===== src/common/spp_pkg.sv =====
// Constants and carrier types for the serial peripheral port
package spp_pkg;
  localparam logic [3:0] SPP_OFS_STAT = 4'h0;
  localparam logic [3:0] SPP_OFS_CON1 = 4'h4;
  localparam logic [3:0] SPP_OFS_CON2 = 4'h8;
  localparam logic [3:0] SPP_OFS_BUF = 4'hC;
  localparam logic [15:0] SPP_RST_VAL = 16'h0000;
  localparam logic [15:0] SPP_STAT_WMASK = 16'hA000;
  localparam logic [15:0] SPP_CON1_WMASK = 16'h1FFF;
  localparam logic [15:0] SPP_CON2_WMASK = 16'hE002;
  localparam logic [15:0] SPP_FULL_MASK = 16'hFFFF;
  localparam int SPP_ENABLE = 15;
  localparam int SPP_STOP_IDLE = 13;
  localparam int SPP_OVERFLOW = 6;
  localparam int SPP_TX_FULL = 1;
  localparam int SPP_RX_FULL = 0;
  localparam int SPP_CLK_DIS = 12;
  localparam int SPP_OUT_DIS = 11;
  localparam int SPP_WIDE = 10;
  localparam int SPP_SAMPLE = 9;
  localparam int SPP_EDGE = 8;
  localparam int SPP_SEL_EN = 7;
  localparam int SPP_POLARITY = 6;
  localparam int SPP_MASTER = 5;
  localparam int SPP_SEC_LSB = 2;
  localparam int SPP_PRI_LSB = 0;
  localparam int SPP_FRAMED = 15;
  localparam int SPP_FS_DIR = 14;
  localparam int SPP_FS_POL = 13;
  localparam int SPP_FS_EDGE = 1;
  localparam logic [4:0] SPP_BITS_WIDE = 5'h10;
  localparam logic [4:0] SPP_BITS_BYTE = 5'h08;
  localparam logic [3:0] SPP_SEC_BASE = 4'h8;
  localparam logic [5:0] SPP_FRAME_TICKS = 6'h2;
  typedef struct packed {
    logic shift_clk;
    logic data_in;
    logic slave_sel_n;
  } spp_pin_in_s;
  typedef struct packed {
    logic shift_clk_o;
    logic shift_clk_oe;
    logic data_out_o;
    logic data_out_oe;
    logic slave_sel_o;
    logic slave_sel_oe;
  } spp_pin_out_s;
  typedef enum logic [1:0] {
    SPP_IDLE,
    SPP_FRAME,
    SPP_SHIFT
  } spp_state_e;
endpackage


===== src/rtl/spp_port.sv =====
// Serial peripheral port: register slave, shift engine and pin control
`timescale 1ns/100ps
// Summary of operation
// - One 16-bit shift register moves data; software exchanges words via a buffer.
// - Master drives the shift clock pin; slave takes it as input.
// - Enable bit hands the pins to the port; clear disables it.
// - Stop-in-idle set freezes the port while the processor idles.
// - Word finishing while receive buffer unread is discarded and sets overflow.
// - Transmit full sets on buffer write, clears when loaded into shifter.
// - Receive full sets when a word lands, clears on buffer read.
// - Clock pin disable stops the master clock and frees the pin.
// - Data out disable frees the data output pin.
// - Word size select picks 16-bit or 8-bit transfers.
// - Master samples input at end or middle of output time.
// - Outside framed mode, clock edge select picks which clock transition changes output data.
// - Clock polarity sets the idle and active clock levels.
// - Outside framed mode, slave select enable makes the slave obey the active-low select pin.
// - Master enable picks master or slave operation.
// - Master clock divides by primary and secondary prescalers.
// - Framed mode uses the select pin as frame sync.
// - Sync direction makes frame sync an input or, in master mode only, a driven output.
// - Sync polarity makes the frame pulse active high or low.
// - Sync edge makes the pulse coincide with or precede the first bit.
module spp_port (
  input wire logic clk_sys,
  input wire logic srst,
  input wire logic [3:0] avs_address,
  input wire logic avs_read,
  input wire logic avs_write,
  input wire logic [31:0] avs_writedata,
  input wire logic [3:0] avs_byteenable,
  output logic [31:0] avs_readdata,
  output logic avs_waitrequest,
  input wire logic cpu_idle,
  input spp_pkg::spp_pin_in_s pin_in,
  output spp_pkg::spp_pin_out_s pin_out
);
  import spp_pkg::*;

  logic [15:0] stat_reg;
  logic [15:0] con1_reg;
  logic [15:0] con2_reg;
  logic [15:0] tx_buf_reg;
  logic [15:0] rx_buf_reg;
  logic [15:0] sr_reg;
  logic tx_full_reg;
  logic rx_full_reg;
  logic overflow_reg;
  spp_state_e state_reg;
  logic [5:0] tick_t;
  logic [9:0] div_cnt;
  logic [4:0] bcnt;
  logic [2:0] pin_meta;
  logic [2:0] pin_sync;
  logic clk_prev;
  logic fs_prev;

  logic bus_req;
  logic bus_done;
  logic wr_stat;
  logic wr_con1;
  logic wr_con2;
  logic wr_buf;
  logic rd_buf;
  logic [15:0] stat_view;

  // Byte-lane merge, writable bits only
  function automatic logic [15:0] wmerge(input logic [15:0] old, input logic [15:0] mask);
    logic [15:0] res;
    res = old;
    for (int i = 0; i < 2; i++) begin
      if (avs_byteenable[i]) begin
        res[i*8 +: 8] = (old[i*8 +: 8] & ~mask[i*8 +: 8]) | (avs_writedata[i*8 +: 8] & mask[i*8 +: 8]);
      end
    end
    return res;
  endfunction

  assign bus_req = avs_read | avs_write;
  assign bus_done = bus_req & ~avs_waitrequest;
  assign wr_stat = bus_done & avs_write & (avs_address == SPP_OFS_STAT);
  assign wr_con1 = bus_done & avs_write & (avs_address == SPP_OFS_CON1);
  assign wr_con2 = bus_done & avs_write & (avs_address == SPP_OFS_CON2);
  assign wr_buf = bus_done & avs_write & (avs_address == SPP_OFS_BUF);
  assign rd_buf = bus_done & avs_read & (avs_address == SPP_OFS_BUF);

  // One wait cycle per access; idle level is high
  always_ff @(posedge clk_sys) begin
    if (srst) begin
      avs_waitrequest <= 1'b1;
    end else begin
      avs_waitrequest <= ~(bus_req & avs_waitrequest);
    end
  end

  always_comb begin
    stat_view = stat_reg & SPP_STAT_WMASK;
    stat_view[SPP_OVERFLOW] = overflow_reg;
    stat_view[SPP_TX_FULL] = tx_full_reg;
    stat_view[SPP_RX_FULL] = rx_full_reg;
  end

  always_ff @(posedge clk_sys) begin
    if (srst) begin
      avs_readdata <= 32'h00000000;
    end else if (bus_req & avs_waitrequest) begin
      unique case (avs_address)
        SPP_OFS_STAT: avs_readdata <= {16'h0000, stat_view};
        SPP_OFS_CON1: avs_readdata <= {16'h0000, con1_reg};
        SPP_OFS_CON2: avs_readdata <= {16'h0000, con2_reg};
        SPP_OFS_BUF: avs_readdata <= {16'h0000, rx_buf_reg};
        default: avs_readdata <= 32'h00000000;
      endcase
    end
  end

  always_ff @(posedge clk_sys) begin
    if (srst) begin
      stat_reg <= SPP_RST_VAL;
      con1_reg <= SPP_RST_VAL;
      con2_reg <= SPP_RST_VAL;
    end else begin
      if (wr_stat) begin
        stat_reg <= wmerge(stat_reg, SPP_STAT_WMASK);
      end
      if (wr_con1) begin
        con1_reg <= wmerge(con1_reg, SPP_CON1_WMASK);
      end
      if (wr_con2) begin
        con2_reg <= wmerge(con2_reg, SPP_CON2_WMASK);
      end
    end
  end

  logic port_enable;
  logic stop_in_idle;
  logic clock_pin_disable;
  logic data_out_disable;
  logic word_size_select;
  logic sample_phase;
  logic slave_select_enable;
  logic clock_polarity;
  logic master_enable;
  logic framed_mode_enable;
  logic frame_sync_direction;
  logic frame_sync_polarity;
  logic frame_sync_edge;
  logic run;
  logic edge_eff;
  logic sel_gate;
  logic fs_input;
  logic frame_pre;
  logic [4:0] nbits;
  logic [5:0] n_ticks;

  assign port_enable = stat_reg[SPP_ENABLE];
  assign stop_in_idle = stat_reg[SPP_STOP_IDLE];
  assign clock_pin_disable = con1_reg[SPP_CLK_DIS];
  assign data_out_disable = con1_reg[SPP_OUT_DIS];
  assign word_size_select = con1_reg[SPP_WIDE];
  assign sample_phase = con1_reg[SPP_SAMPLE];
  assign slave_select_enable = con1_reg[SPP_SEL_EN];
  assign clock_polarity = con1_reg[SPP_POLARITY];
  assign master_enable = con1_reg[SPP_MASTER];
  assign framed_mode_enable = con2_reg[SPP_FRAMED];
  assign frame_sync_direction = con2_reg[SPP_FS_DIR];
  assign frame_sync_polarity = con2_reg[SPP_FS_POL];
  assign frame_sync_edge = con2_reg[SPP_FS_EDGE];

  assign run = port_enable & ~(stop_in_idle & cpu_idle);
  assign edge_eff = con1_reg[SPP_EDGE] & ~framed_mode_enable;
  assign sel_gate = slave_select_enable & ~framed_mode_enable;
  assign fs_input = framed_mode_enable & frame_sync_direction;
  assign frame_pre = framed_mode_enable & ~frame_sync_direction & ~frame_sync_edge;
  assign nbits = word_size_select ? SPP_BITS_WIDE : SPP_BITS_BYTE;
  assign n_ticks = {nbits, 1'b0};

  // Pin inputs: meta stage feeds only the sync stage
  always_ff @(posedge clk_sys) begin
    if (srst) begin
      pin_meta <= 3'h1;
      pin_sync <= 3'h1;
    end else begin
      pin_meta <= pin_in;
      pin_sync <= pin_meta;
    end
  end

  logic sck_s;
  logic sdi_s;
  logic ss_s;
  logic lead;
  logic trail;
  logic fs_act;
  logic fs_start;

  assign sck_s = pin_sync[2];
  assign sdi_s = pin_sync[1];
  assign ss_s = pin_sync[0];
  assign lead = (sck_s ^ clock_polarity) & ~(clk_prev ^ clock_polarity);
  assign trail = ~(sck_s ^ clock_polarity) & (clk_prev ^ clock_polarity);
  assign fs_act = ss_s == frame_sync_polarity;
  assign fs_start = fs_act & ~fs_prev;

  always_ff @(posedge clk_sys) begin
    if (srst) begin
      clk_prev <= 1'b0;
      fs_prev <= 1'b0;
    end else begin
      clk_prev <= sck_s;
      fs_prev <= fs_act;
    end
  end

  logic [6:0] pri_f;
  logic [3:0] sec_f;
  logic [10:0] div_prod;
  logic [9:0] half_a;
  logic [9:0] half_b;
  logic [9:0] half_len;
  logic tick;

  // prescaler product sets the bit period
  assign pri_f = 7'h01 << {~con1_reg[SPP_PRI_LSB +: 2], 1'b0};
  assign sec_f = SPP_SEC_BASE - {1'b0, con1_reg[SPP_SEC_LSB +: 3]};
  assign div_prod = pri_f * sec_f;
  // forbidden 1:1 still yields a legal half period
  assign half_a = (div_prod[10:1] == 10'h000) ? 10'h001 : div_prod[10:1];
  assign half_b = 10'(div_prod - {1'b0, div_prod[10:1]});
  assign half_len = tick_t[0] ? half_b : half_a;
  assign tick = (state_reg != SPP_IDLE) & run & ~clock_pin_disable
                & (div_cnt == 10'(half_len - 10'h001));

  always_ff @(posedge clk_sys) begin
    if (srst | ~port_enable | (state_reg == SPP_IDLE) | tick) begin
      div_cnt <= 10'h000;
    end else if (run & ~clock_pin_disable) begin
      div_cnt <= 10'(div_cnt + 10'h001);
    end
  end

  logic in_shift;
  logic is_last;
  logic at_mid;
  logic at_end;
  logic m_samp;
  logic m_chg;
  logic m_done;
  logic m_load;
  logic s_live;
  logic s_samp;
  logic s_chg;
  logic s_done;
  logic s_load;
  logic load_now;
  logic samp_now;
  logic chg_now;
  logic done_now;
  logic [15:0] sr_shift;
  logic [15:0] rx_word;
  logic accept;

  assign in_shift = state_reg == SPP_SHIFT;
  assign is_last = tick_t == n_ticks;
  assign at_mid = (tick_t[0] != edge_eff) & ~is_last;
  assign at_end = (tick_t[0] == edge_eff) & (tick_t != 6'h00);
  assign m_samp = tick & in_shift & (sample_phase ? at_end : at_mid);
  assign m_chg = tick & in_shift & (tick_t[0] == edge_eff) & (tick_t < 6'(n_ticks - 6'h01));
  assign m_done = tick & in_shift & is_last;
  // master starts from a full transmit buffer
  assign m_load = (state_reg == SPP_IDLE) & run & master_enable & tx_full_reg
                  & ~clock_pin_disable & (~fs_input | fs_start);
  assign s_live = run & ~master_enable & (~sel_gate | ~ss_s);
  // slave changes on the other edge from sampling
  assign s_samp = s_live & (edge_eff ? lead : trail);
  assign s_chg = s_live & (edge_eff ? trail : lead);
  assign s_done = s_samp & (bcnt == 5'(nbits - 5'h01));
  assign s_load = run & ~master_enable & tx_full_reg & (bcnt == 5'h00) & ~s_samp;
  assign load_now = m_load | s_load;
  assign samp_now = m_samp | s_samp;
  assign chg_now = m_chg | s_chg;
  assign done_now = m_done | s_done;
  assign sr_shift = {sr_reg[14:0], sdi_s};
  // Last sample may land on the completing tick
  assign rx_word = samp_now ? sr_shift : sr_reg;
  assign accept = done_now & (~rx_full_reg | rd_buf);

  always_ff @(posedge clk_sys) begin
    if (srst | ~port_enable) begin
      state_reg <= SPP_IDLE;
      tick_t <= 6'h00;
    end else begin
      unique case (state_reg)
        SPP_IDLE: begin
          tick_t <= 6'h00;
          if (m_load) begin
            state_reg <= frame_pre ? SPP_FRAME : SPP_SHIFT;
          end
        end
        SPP_FRAME: begin
          if (tick & (tick_t == SPP_FRAME_TICKS - 6'h01)) begin
            state_reg <= SPP_SHIFT;
            tick_t <= 6'h00;
          end else if (tick) begin
            tick_t <= 6'(tick_t + 6'h01);
          end
        end
        SPP_SHIFT: begin
          if (m_done) begin
            // Clear count here so a halt right after completion sees it settled
            state_reg <= SPP_IDLE;
            tick_t <= 6'h00;
          end else if (tick) begin
            tick_t <= 6'(tick_t + 6'h01);
          end
        end
        default: state_reg <= SPP_IDLE;
      endcase
    end
  end

  // Slave bit count restarts on deselect or frame start
  always_ff @(posedge clk_sys) begin
    if (srst | ~port_enable | s_done) begin
      bcnt <= 5'h00;
    end else if (s_samp) begin
      bcnt <= 5'(bcnt + 5'h01);
    end else if (run & (master_enable | (sel_gate & ss_s) | (fs_input & fs_start))) begin
      bcnt <= 5'h00;
    end
  end

  always_ff @(posedge clk_sys) begin
    if (srst) begin
      sr_reg <= SPP_RST_VAL;
    end else if (load_now) begin
      sr_reg <= tx_buf_reg;
    end else if (samp_now) begin
      sr_reg <= sr_shift;
    end
  end

  logic frame_on;
  assign frame_on = (state_reg == SPP_FRAME)
                    | (framed_mode_enable & frame_sync_edge & in_shift & (tick_t < SPP_FRAME_TICKS));

  always_ff @(posedge clk_sys) begin
    if (srst | ~port_enable) begin
      pin_out <= '0;
    end else begin
      pin_out.shift_clk_oe <= master_enable & ~clock_pin_disable;
      if (state_reg == SPP_IDLE) begin
        pin_out.shift_clk_o <= clock_polarity;
      end else if (tick & in_shift & ~is_last) begin
        pin_out.shift_clk_o <= ~pin_out.shift_clk_o;
      end
      pin_out.data_out_oe <= ~data_out_disable & (master_enable | ~sel_gate | ~ss_s);
      if (load_now) begin
        pin_out.data_out_o <= word_size_select ? tx_buf_reg[15] : tx_buf_reg[7];
      end else if (chg_now) begin
        pin_out.data_out_o <= samp_now ? (word_size_select ? sr_reg[14] : sr_reg[6])
                                       : (word_size_select ? sr_reg[15] : sr_reg[7]);
      end
      // select pin becomes frame sync output
      pin_out.slave_sel_oe <= framed_mode_enable & ~frame_sync_direction & master_enable;
      pin_out.slave_sel_o <= frame_on ? frame_sync_polarity : ~frame_sync_polarity;
    end
  end

  // Flags: a hardware set wins over a same-cycle clear
  always_ff @(posedge clk_sys) begin
    if (srst) begin
      tx_full_reg <= 1'b0;
      rx_full_reg <= 1'b0;
      overflow_reg <= 1'b0;
      tx_buf_reg <= SPP_RST_VAL;
      rx_buf_reg <= SPP_RST_VAL;
    end else begin
      if (wr_buf) begin
        tx_full_reg <= 1'b1;
        tx_buf_reg <= wmerge(tx_buf_reg, SPP_FULL_MASK);
      end else if (load_now) begin
        tx_full_reg <= 1'b0;
      end
      if (accept) begin
        rx_full_reg <= 1'b1;
        rx_buf_reg <= word_size_select ? rx_word : {8'h00, rx_word[7:0]};
      end else if (rd_buf) begin
        rx_full_reg <= 1'b0;
      end
      if (done_now & ~accept) begin
        overflow_reg <= 1'b1;
      end else if (wr_stat & avs_byteenable[0] & ~avs_writedata[SPP_OVERFLOW]) begin
        overflow_reg <= 1'b0;
      end
    end
  end
endmodule


===== config.mk =====
export PLATFORM = sky130hd
export DESIGN_NAME = spp_port
export DESIGN_NICKNAME = d
export VERILOG_FILES = /design/src/common/spp_pkg.sv /design/src/rtl/spp_port.sv
export SDC_FILE = /design/constraint.sdc
export NUM_CORES = 1
export LEC_CHECK = 0
export BUFFER_PORTS_ARGS = -buffer_cell sky130_fd_sc_hd__clkbuf_2
export CORE_ASPECT_RATIO = 0.7
export CORE_MARGIN = 2
export CORE_UTILIZATION = 45
export CTS_BUF_LIST = sky130_fd_sc_hd__clkbuf_8
export CTS_CLUSTER_DIAMETER = 120
export DETAILED_ROUTE_END_ITERATION = 12
export GPL_TIMING_DRIVEN = 0
export PLACE_DENSITY = 0.67
export SLEW_MARGIN = 0
export SYNTH_ARGS = -nofsm -noshare
export SYNTH_HDL_FRONTEND = slang
export SYNTH_SLANG_ARGS = --single-unit

===== constraint.sdc =====
create_clock -name clk_sys -period 6.7 [get_ports clk_sys]
set_clock_uncertainty 0.1 [all_clocks]
set_input_delay 1.675 -clock clk_sys [delete_from_list [all_inputs] [get_ports clk_sys]]
set_output_delay 1.675 -clock clk_sys [all_outputs]
set_load 0.005 [all_outputs]

# --- Yosys cells after proc, flatten, opt, wreduce, memory -nomap -nowiden ---
# Cells that the tools add are included.
totals:
  register_bits: 161
  inputBits: 48
  output_inout_bits: 39
  word_cells: 217
op_classes:
  add_sub_neg: 8
  multipliers: 1
  n_lt_le_gt_ge: 2
  n_eq_ne: 15
  n_shift: 1
  mux: 36
  bitwise: 105
  n_reduce_logical: 21
op_table:
  columns: ["cell", "n"]
  rows:
  - ["$pmux 16 s4", 1]
  - ["$and 1x1->1", 58]
  - ["$mux 16", 3]
  - ["$not 1->1", 23]
  - ["$mux 10", 2]
  - ["$mux 1", 18]
  - ["$mux 6", 3]
  - ["$pmux 6 s3", 1]
  - ["$or 1x1->1", 17]
  - ["$mux 5", 3]
  - ["$reduce_and 2->1", 7]
  - ["$reduce_bool 2->1", 7]
  - ["$mul 7x4->11", 1]
  - ["$add 10x1->10 const B", 1]
  - ["$eq 10x10->1", 1]
  - ["$logic_not 10->1", 1]
  - ["$sub 10x1->10 const B", 1]
  - ["$sub 10x10->10", 1]
  - ["$eq 4x4->1 const B", 2]
  - ["$mux 2", 4]
  - ["$or 5x8->8", 1]
  - ["$or 7x8->8", 1]
  - ["$or 8x2->8", 1]
  - ["$or 8x5->8", 1]
  - ["other kinds (27)", 30]

# --- Longest topological paths before layout ---
depth:
  word_depth: 16
  ltp_mapped: 29
  mapped_depth_nobuf: 26

# --- Worst setup path before layout ---
# Ideal clock, no wire load.
synth_path:
  kind: "reg2reg"
  from: "register con1_reg[2]"
  to: "register rx_buf_reg[4]"
  setup_time_ns: 0.070
  t_arrival_ns: 5.685
  t_required_ns: 6.530
  setup_slack_ns: 0.845
  stages_incl_launch_ff: 30
  path_buffers: 3
  synth_period_minus_slack_ns: 5.855
  path_cell_list: "dfxtp_1 -> inv_1 -> ha_1 -> and2_1 -> ha_1 -> inv_1 -> fa_1 -> inv_1 -> ha_1 -> buf_4 -> a21oi_2 -> or4b_1 -> o2111a_1 -> ha_1 -> nand3_1 -> nor3_1 -> o21ai_0 -> ha_1 -> xor2_1 -> xnor2_1 -> nand3_1 -> nor2_1 -> o2111ai_1 -> or4_1 -> o21a_1 -> buf_6 -> buf_12 -> mux2i_1 -> or2_1 -> a21oi_1"
synth_between:
  elab_chain_len: 13
  word_cells_on_any_way: 17
  classes_between: "add/sub: 3; mul: 1; eq/ne: 1; mux: 4; bitwise: 7; reduce/logical: 1"
synth_rtl:
  columns: ["element", "line_no", "rtl"]
  rows:
  - ["start: declaration", "spp_port.sv:41", "logic [15:0] con1_reg;"]
  - ["start signal: assignment", "spp_port.sv:127", "con1_reg <= wmerge(con1_reg, SPP_CON1_WMASK);"]
  - ["$sub 4x3->4 (*)", "spp_port.sv:225", "assign sec_f = SPP_SEC_BASE - {1'b0, con1_reg[SPP_SEC_LSB +: 3]};"]
  - ["$mul 7x4->11 (*)", "spp_port.sv:226", "assign div_prod = pri_f * sec_f;"]
  - ["branches (longest 2 deep; another with $sub 10x10->10)", null, null]
  - ["$mux 10 (*)", "spp_port.sv:230", "assign half_len = tick_t[0] ? half_b : half_a;"]
  - ["$sub 10x1->10 (*)", "spp_port.sv:232", "& (div_cnt == 10'(half_len - 10'h001));"]
  - ["$eq 10x10->1 (*)", "spp_port.sv:232", null]
  - ["$and 1x1->1 (*)", "spp_port.sv:232", null]
  - ["$and 1x1->1 (*)", "spp_port.sv:267, spp_port.sv:269", null]
  - ["$and 1x1->1", "spp_port.sv:267", "assign m_samp = tick & in_shift & (sample_phase ? at_end : at_mid);"]
  - ["$or 1x1->1", "spp_port.sv:280", "assign samp_now = m_samp | s_samp;"]
  - ["$mux 16", "spp_port.sv:285", "assign rx_word = samp_now ? sr_shift : sr_reg;"]
  - ["$mux 16", "spp_port.sv:387", "rx_buf_reg <= word_size_select ? rx_word : {8'h00, rx_word[7:0]};"]
  - ["end signal: assignment", "spp_port.sv:387", null]
  - ["end: declaration", "spp_port.sv:44", "logic [15:0] rx_buf_reg;"]
# Every way passes the cells marked *.
# A chain may end at the register's enable or synchronous reset.

# --- Final worst setup path ---
layout_path:
  from: "register con1_reg[2]"
  to: "register rx_buf_reg[5]"
# The elaborated chain is that of the path after synthesis.

==> results.md <==
* Grt met3 use at 5.722%
* # setup viols final at 0
* Drt initial violations at 713
* WHS Path Cells at 1
* Crit. End Element: flip-flop
* Delay-heaviest family, CP: simple AND/OR/NAND/NOR gates
* Synth Instances at 879
* Mapped cell area at 7458 um2
* Worst Path Buf+Inv at 5
* Clk_lat worst skew at 0.45 ns
* Max stage delay on crit path at 0.54 ns
* Via count at 6640
* Least-Margin Pin Slew at 0.9964 ns
* ANT nets after route at 0
* H-tree Lvls at 4
* Reg2Reg Depth at 27
* M2 GR Usage at 30.99%
* Comb pwr share at 4.2%
* Cts hold-fix bufs at 0
* Core area at 16250 um2
* Pin count of the biggest net entering global routing at 17
* MaxCap Viol Count at 0
* Static Leakage at 0.003532 uW
* Unique masters post-synth at 87
* Net Sw Power at 409.6 uW
* Post-layout nets at 1046
* #FFs+latches synth at 124
* CP max stage cell: or4_1
* Die area at 17640 um2
* Area contributors post-synth: dfxtp_1, mux2i_1, nor2_1, ha_1, a21oi_1
* Final worst path period need at 6.339 ns
* Global-route track usage on met1 at 38.52%
* Final Core Density at 52.38%
* I/O Buffers at 51
* Cell repeated most along the worst path: ha_1
* Dpl ws at -0.1027 ns
* Vias in the first global route at 6007
* GRT Overall Usage at 23.85%
* DIE WIDTH at 157.9 um
* Worst Setup Slack, final at 0.3609 ns
* Routability-driven placement congestion ratio at 0.9351
* Share of layout cells above drive strength 1 at 15.76%
* Kind of critical path: flip-flop to flip-flop
* Worst-path clk slew at 0.09 ns
* Clock sinks at 124
* Pwr Total at 1485 uW
* Final Cycle Share at 94.61%
* Run status: complete, no violations
* EDFF count, synth at 0
* Hold Path End: pin_sync[0]
* Inserted Diodes at 0
* IO Count at 87
* DR pass1 iterations at 6
* Hold Path Class: flip-flop to flip-flop
* First-pass GRT wire length at 32.64 mm
* Initial antenna violation count at 0
* GRT overflow at 0
* R2R Path Start: con1_reg[2]
* Fin. max-slew vios at 0
* Area grow syn2layout at 14.13%
* Drc violations at 0
* Synth top area share at 33.28%
* Worst reg2reg setup slack at 0.36 ns
* Yosys Warn Count at 0
* Row Count at 39
* Largest area contributor in the netlist: dfxtp_1
* Routed wire per std cell at 17.00 um
* Critical path data arrival time at 6.61 ns
* Worst setup SP type: flip-flop
* Crit-path max FO at 10
* Async set or reset register ratio after synthesis at 0%
* Internal at 1075 uW
* Final Hold Violating Endpoints at 0
* CTS Buffer Depth at 2
* GRT Max-Usage Layer: met1
* Vias/cell at 5.524
* Peak supply drop at 0.0001179 V
* Final wirelength at 20.44 mm
* Sequential-to-total area share from yosys stat at 33.28%
* Clock share of power at 45.9%
* Hold_sp: pin_meta[0]
* Mean Syn Cell Area at 8.485 um2
* Power share of the sequential group at 49.9%
* Slew HR at 33.33%
* Die Span Y at 111.7 um
* Number of buffers created by CTS at 17
* Power Density at 174.5 nW/um2
* Sw frac at 27.58%
* FF-to-FF End: rx_buf_reg[5]
* Final HPWL DP at 15.74 mm
* F_max at 0.1578 GHz
* Main synth FF type: dfxtp_1
* Hold Slack at 0.3190 ns
* CTS tree: done
* Clk root buf: clkbuf_8
* Starting density of the core at 45.90%
* Data required, critical path at 6.97 ns
==> logic make-up after synthesis <==
| logic type | count (synthesis) | synth area share (%) |
|---|---|---|
| and+or+nand+nor | 350 | 23.82 |
| muxes | 63 | 8.690 |
| AOI/OAI and AO/OA | 176 | 17.04 |
| DFF | 124 | 33.28 |
| buffers and inverters | 95 | 6.408 |
| xor gates and xnor gates | 36 | 4.697 |
| adders and majority gates | 34 | 6.006 |
| other | 1 | 0.05028 |
==> per-stage QoR <==
stage | setup TNS, ns | cells | area, um2
after floorplan | 0 | 894 | 7515
after global placement | -0.9221 | 1170 | 8051
after detailed placement | -0.8461 | 1170 | 8051
after CTS | 0 | 1202 | 8462
after global routing | -0.1238 | 1202 | 8512
final | 0 | 1202 | 8512
==> timing repair <==
| action | 4_1_cts | 5_1_grt |
|---|---|---|
| buffers inserted | 0 | 0 |
| resized for setup | 2 | 18 |
| endpoints found under the setup margin | 23 | 54 |
| gates cloned | 0 | 0 |
| pin swaps | 0 | 1 |
==> worst register-to-register path: stages (launching register included) <==
cell and delay, ns:
dfxtp_4 0.38, or3_1 0.44, nor2_1 0.13, ha_1 0.15, inv_1 0.05, fa_1 0.52, inv_1 0.09, ha_1 0.14
buf_4 0.17, a21oi_2 0.09, or4b_1 0.50, o2111a_2 0.21, ha_1 0.24, nand3_2 0.13, nor3_4 0.06, o21ai_2 0.26
ha_1 0.30, nor2b_4 0.25, xnor2_1 0.10, o31ai_2 0.24, o2111ai_1 0.15, or4_1 0.54, o21a_1 0.20, buf_6 0.15
buf_12 0.16, mux2i_1 0.13, or2_1 0.24, a21oi_1 0.14
==> power by group through the flow <==
stage                     sequential, uW  clock [uW]  combinational [uW]
after CTS                            741         693                61.1
after detailed placement             758           0                60.8
after global placement               758           0                60.6
after global routing                 741         726                67.5
after floorplan                      758           0                35.5
final                                741         681                62.9
==> worst max-delay path by stage <==
stage / startpoint / end / slack, ns / cells past startpoint
detailed placement: con1_reg[1] / rx_buf_reg[4] / -0.10 / 29
finish: con1_reg[2] / rx_buf_reg[5] / 0.36 / 27
global route: con1_reg[2] / rx_buf_reg[5] / -0.03 / 29
CTS: con1_reg[2] / rx_buf_reg[4] / 0.03 / 29
global placement: con1_reg[1] / rx_buf_reg[8] / -0.11 / 29
floorplan: con1_reg[2] / rx_buf_reg[4] / 0.84 / 29
==> synth_stat cells, drive strengths merged (3+ instances only) <==
cell type,n
nand4,8
ha,31
o21ai,25
or2,16
nor3,24
a211oi,18
o22ai,3
nor4,6
or3,10
a31oi,10
nand3,16
o211ai,4
fa,3
o2111a,3
mux2i,59
nand2,56
nor2,133
o21ba,7
a22oi,18
xor2,17
a21oi,45
nand2b,9
xnor2,17
mux2,4
clkbuf,34
a21o,3
nor4b,3
inv,31
o21a,5
o311ai,3
o31ai,5
dfxtp,124
nor3b,6
and2,19
nor2b,22
buf,28
a311oi,4
nand3b,4
and3,11
==> cell type report <==
cell class	instances	area, um2
clock inverters	15	175.2
inverters	33	123.9
clock buffers	17	234.0
fillers	1536	7737
well taps	225	281.5
repair buffers	51	255.2
multi-input cells	675	4596
flip-flops and latches	124	2487
plain buffers	62	359.1
==> metal layers <==
layer | routed length (um) | up-vias
li1 | - | 3242
met1 | 10670 | 3124
met2 | 7685 | 252
met3 | 1839 | 22
met4 | 243 | 0
met5 | 0 | -
==> layout by cell type, fill, tap and decap left out, types with 5 or more instances in the layout <==
master,count
a31oi_1,10
a22oi_1,18
dfxtp_1,122
or2_1,7
a211oi_1,18
nand4_1,8
nand2b_1,8
o21a_1,5
nand2_1,55
xnor2_1,16
conb_1,16
and2_1,19
clkbuf_8,17
clkbuf_1,32
mux2i_1,58
or2_2,8
nor2b_1,19
nor2_1,131
xor2_1,16
ha_1,31
clkbuf_2,52
or3_1,9
buf_4,19
o21ba_1,7
nor3b_1,6
nand3_1,15
nor3_1,21
o21ai_0,18
a21oi_1,44
and3_1,11
inv_1,31
Note: power is estimated with default switching activity, not from simulation.
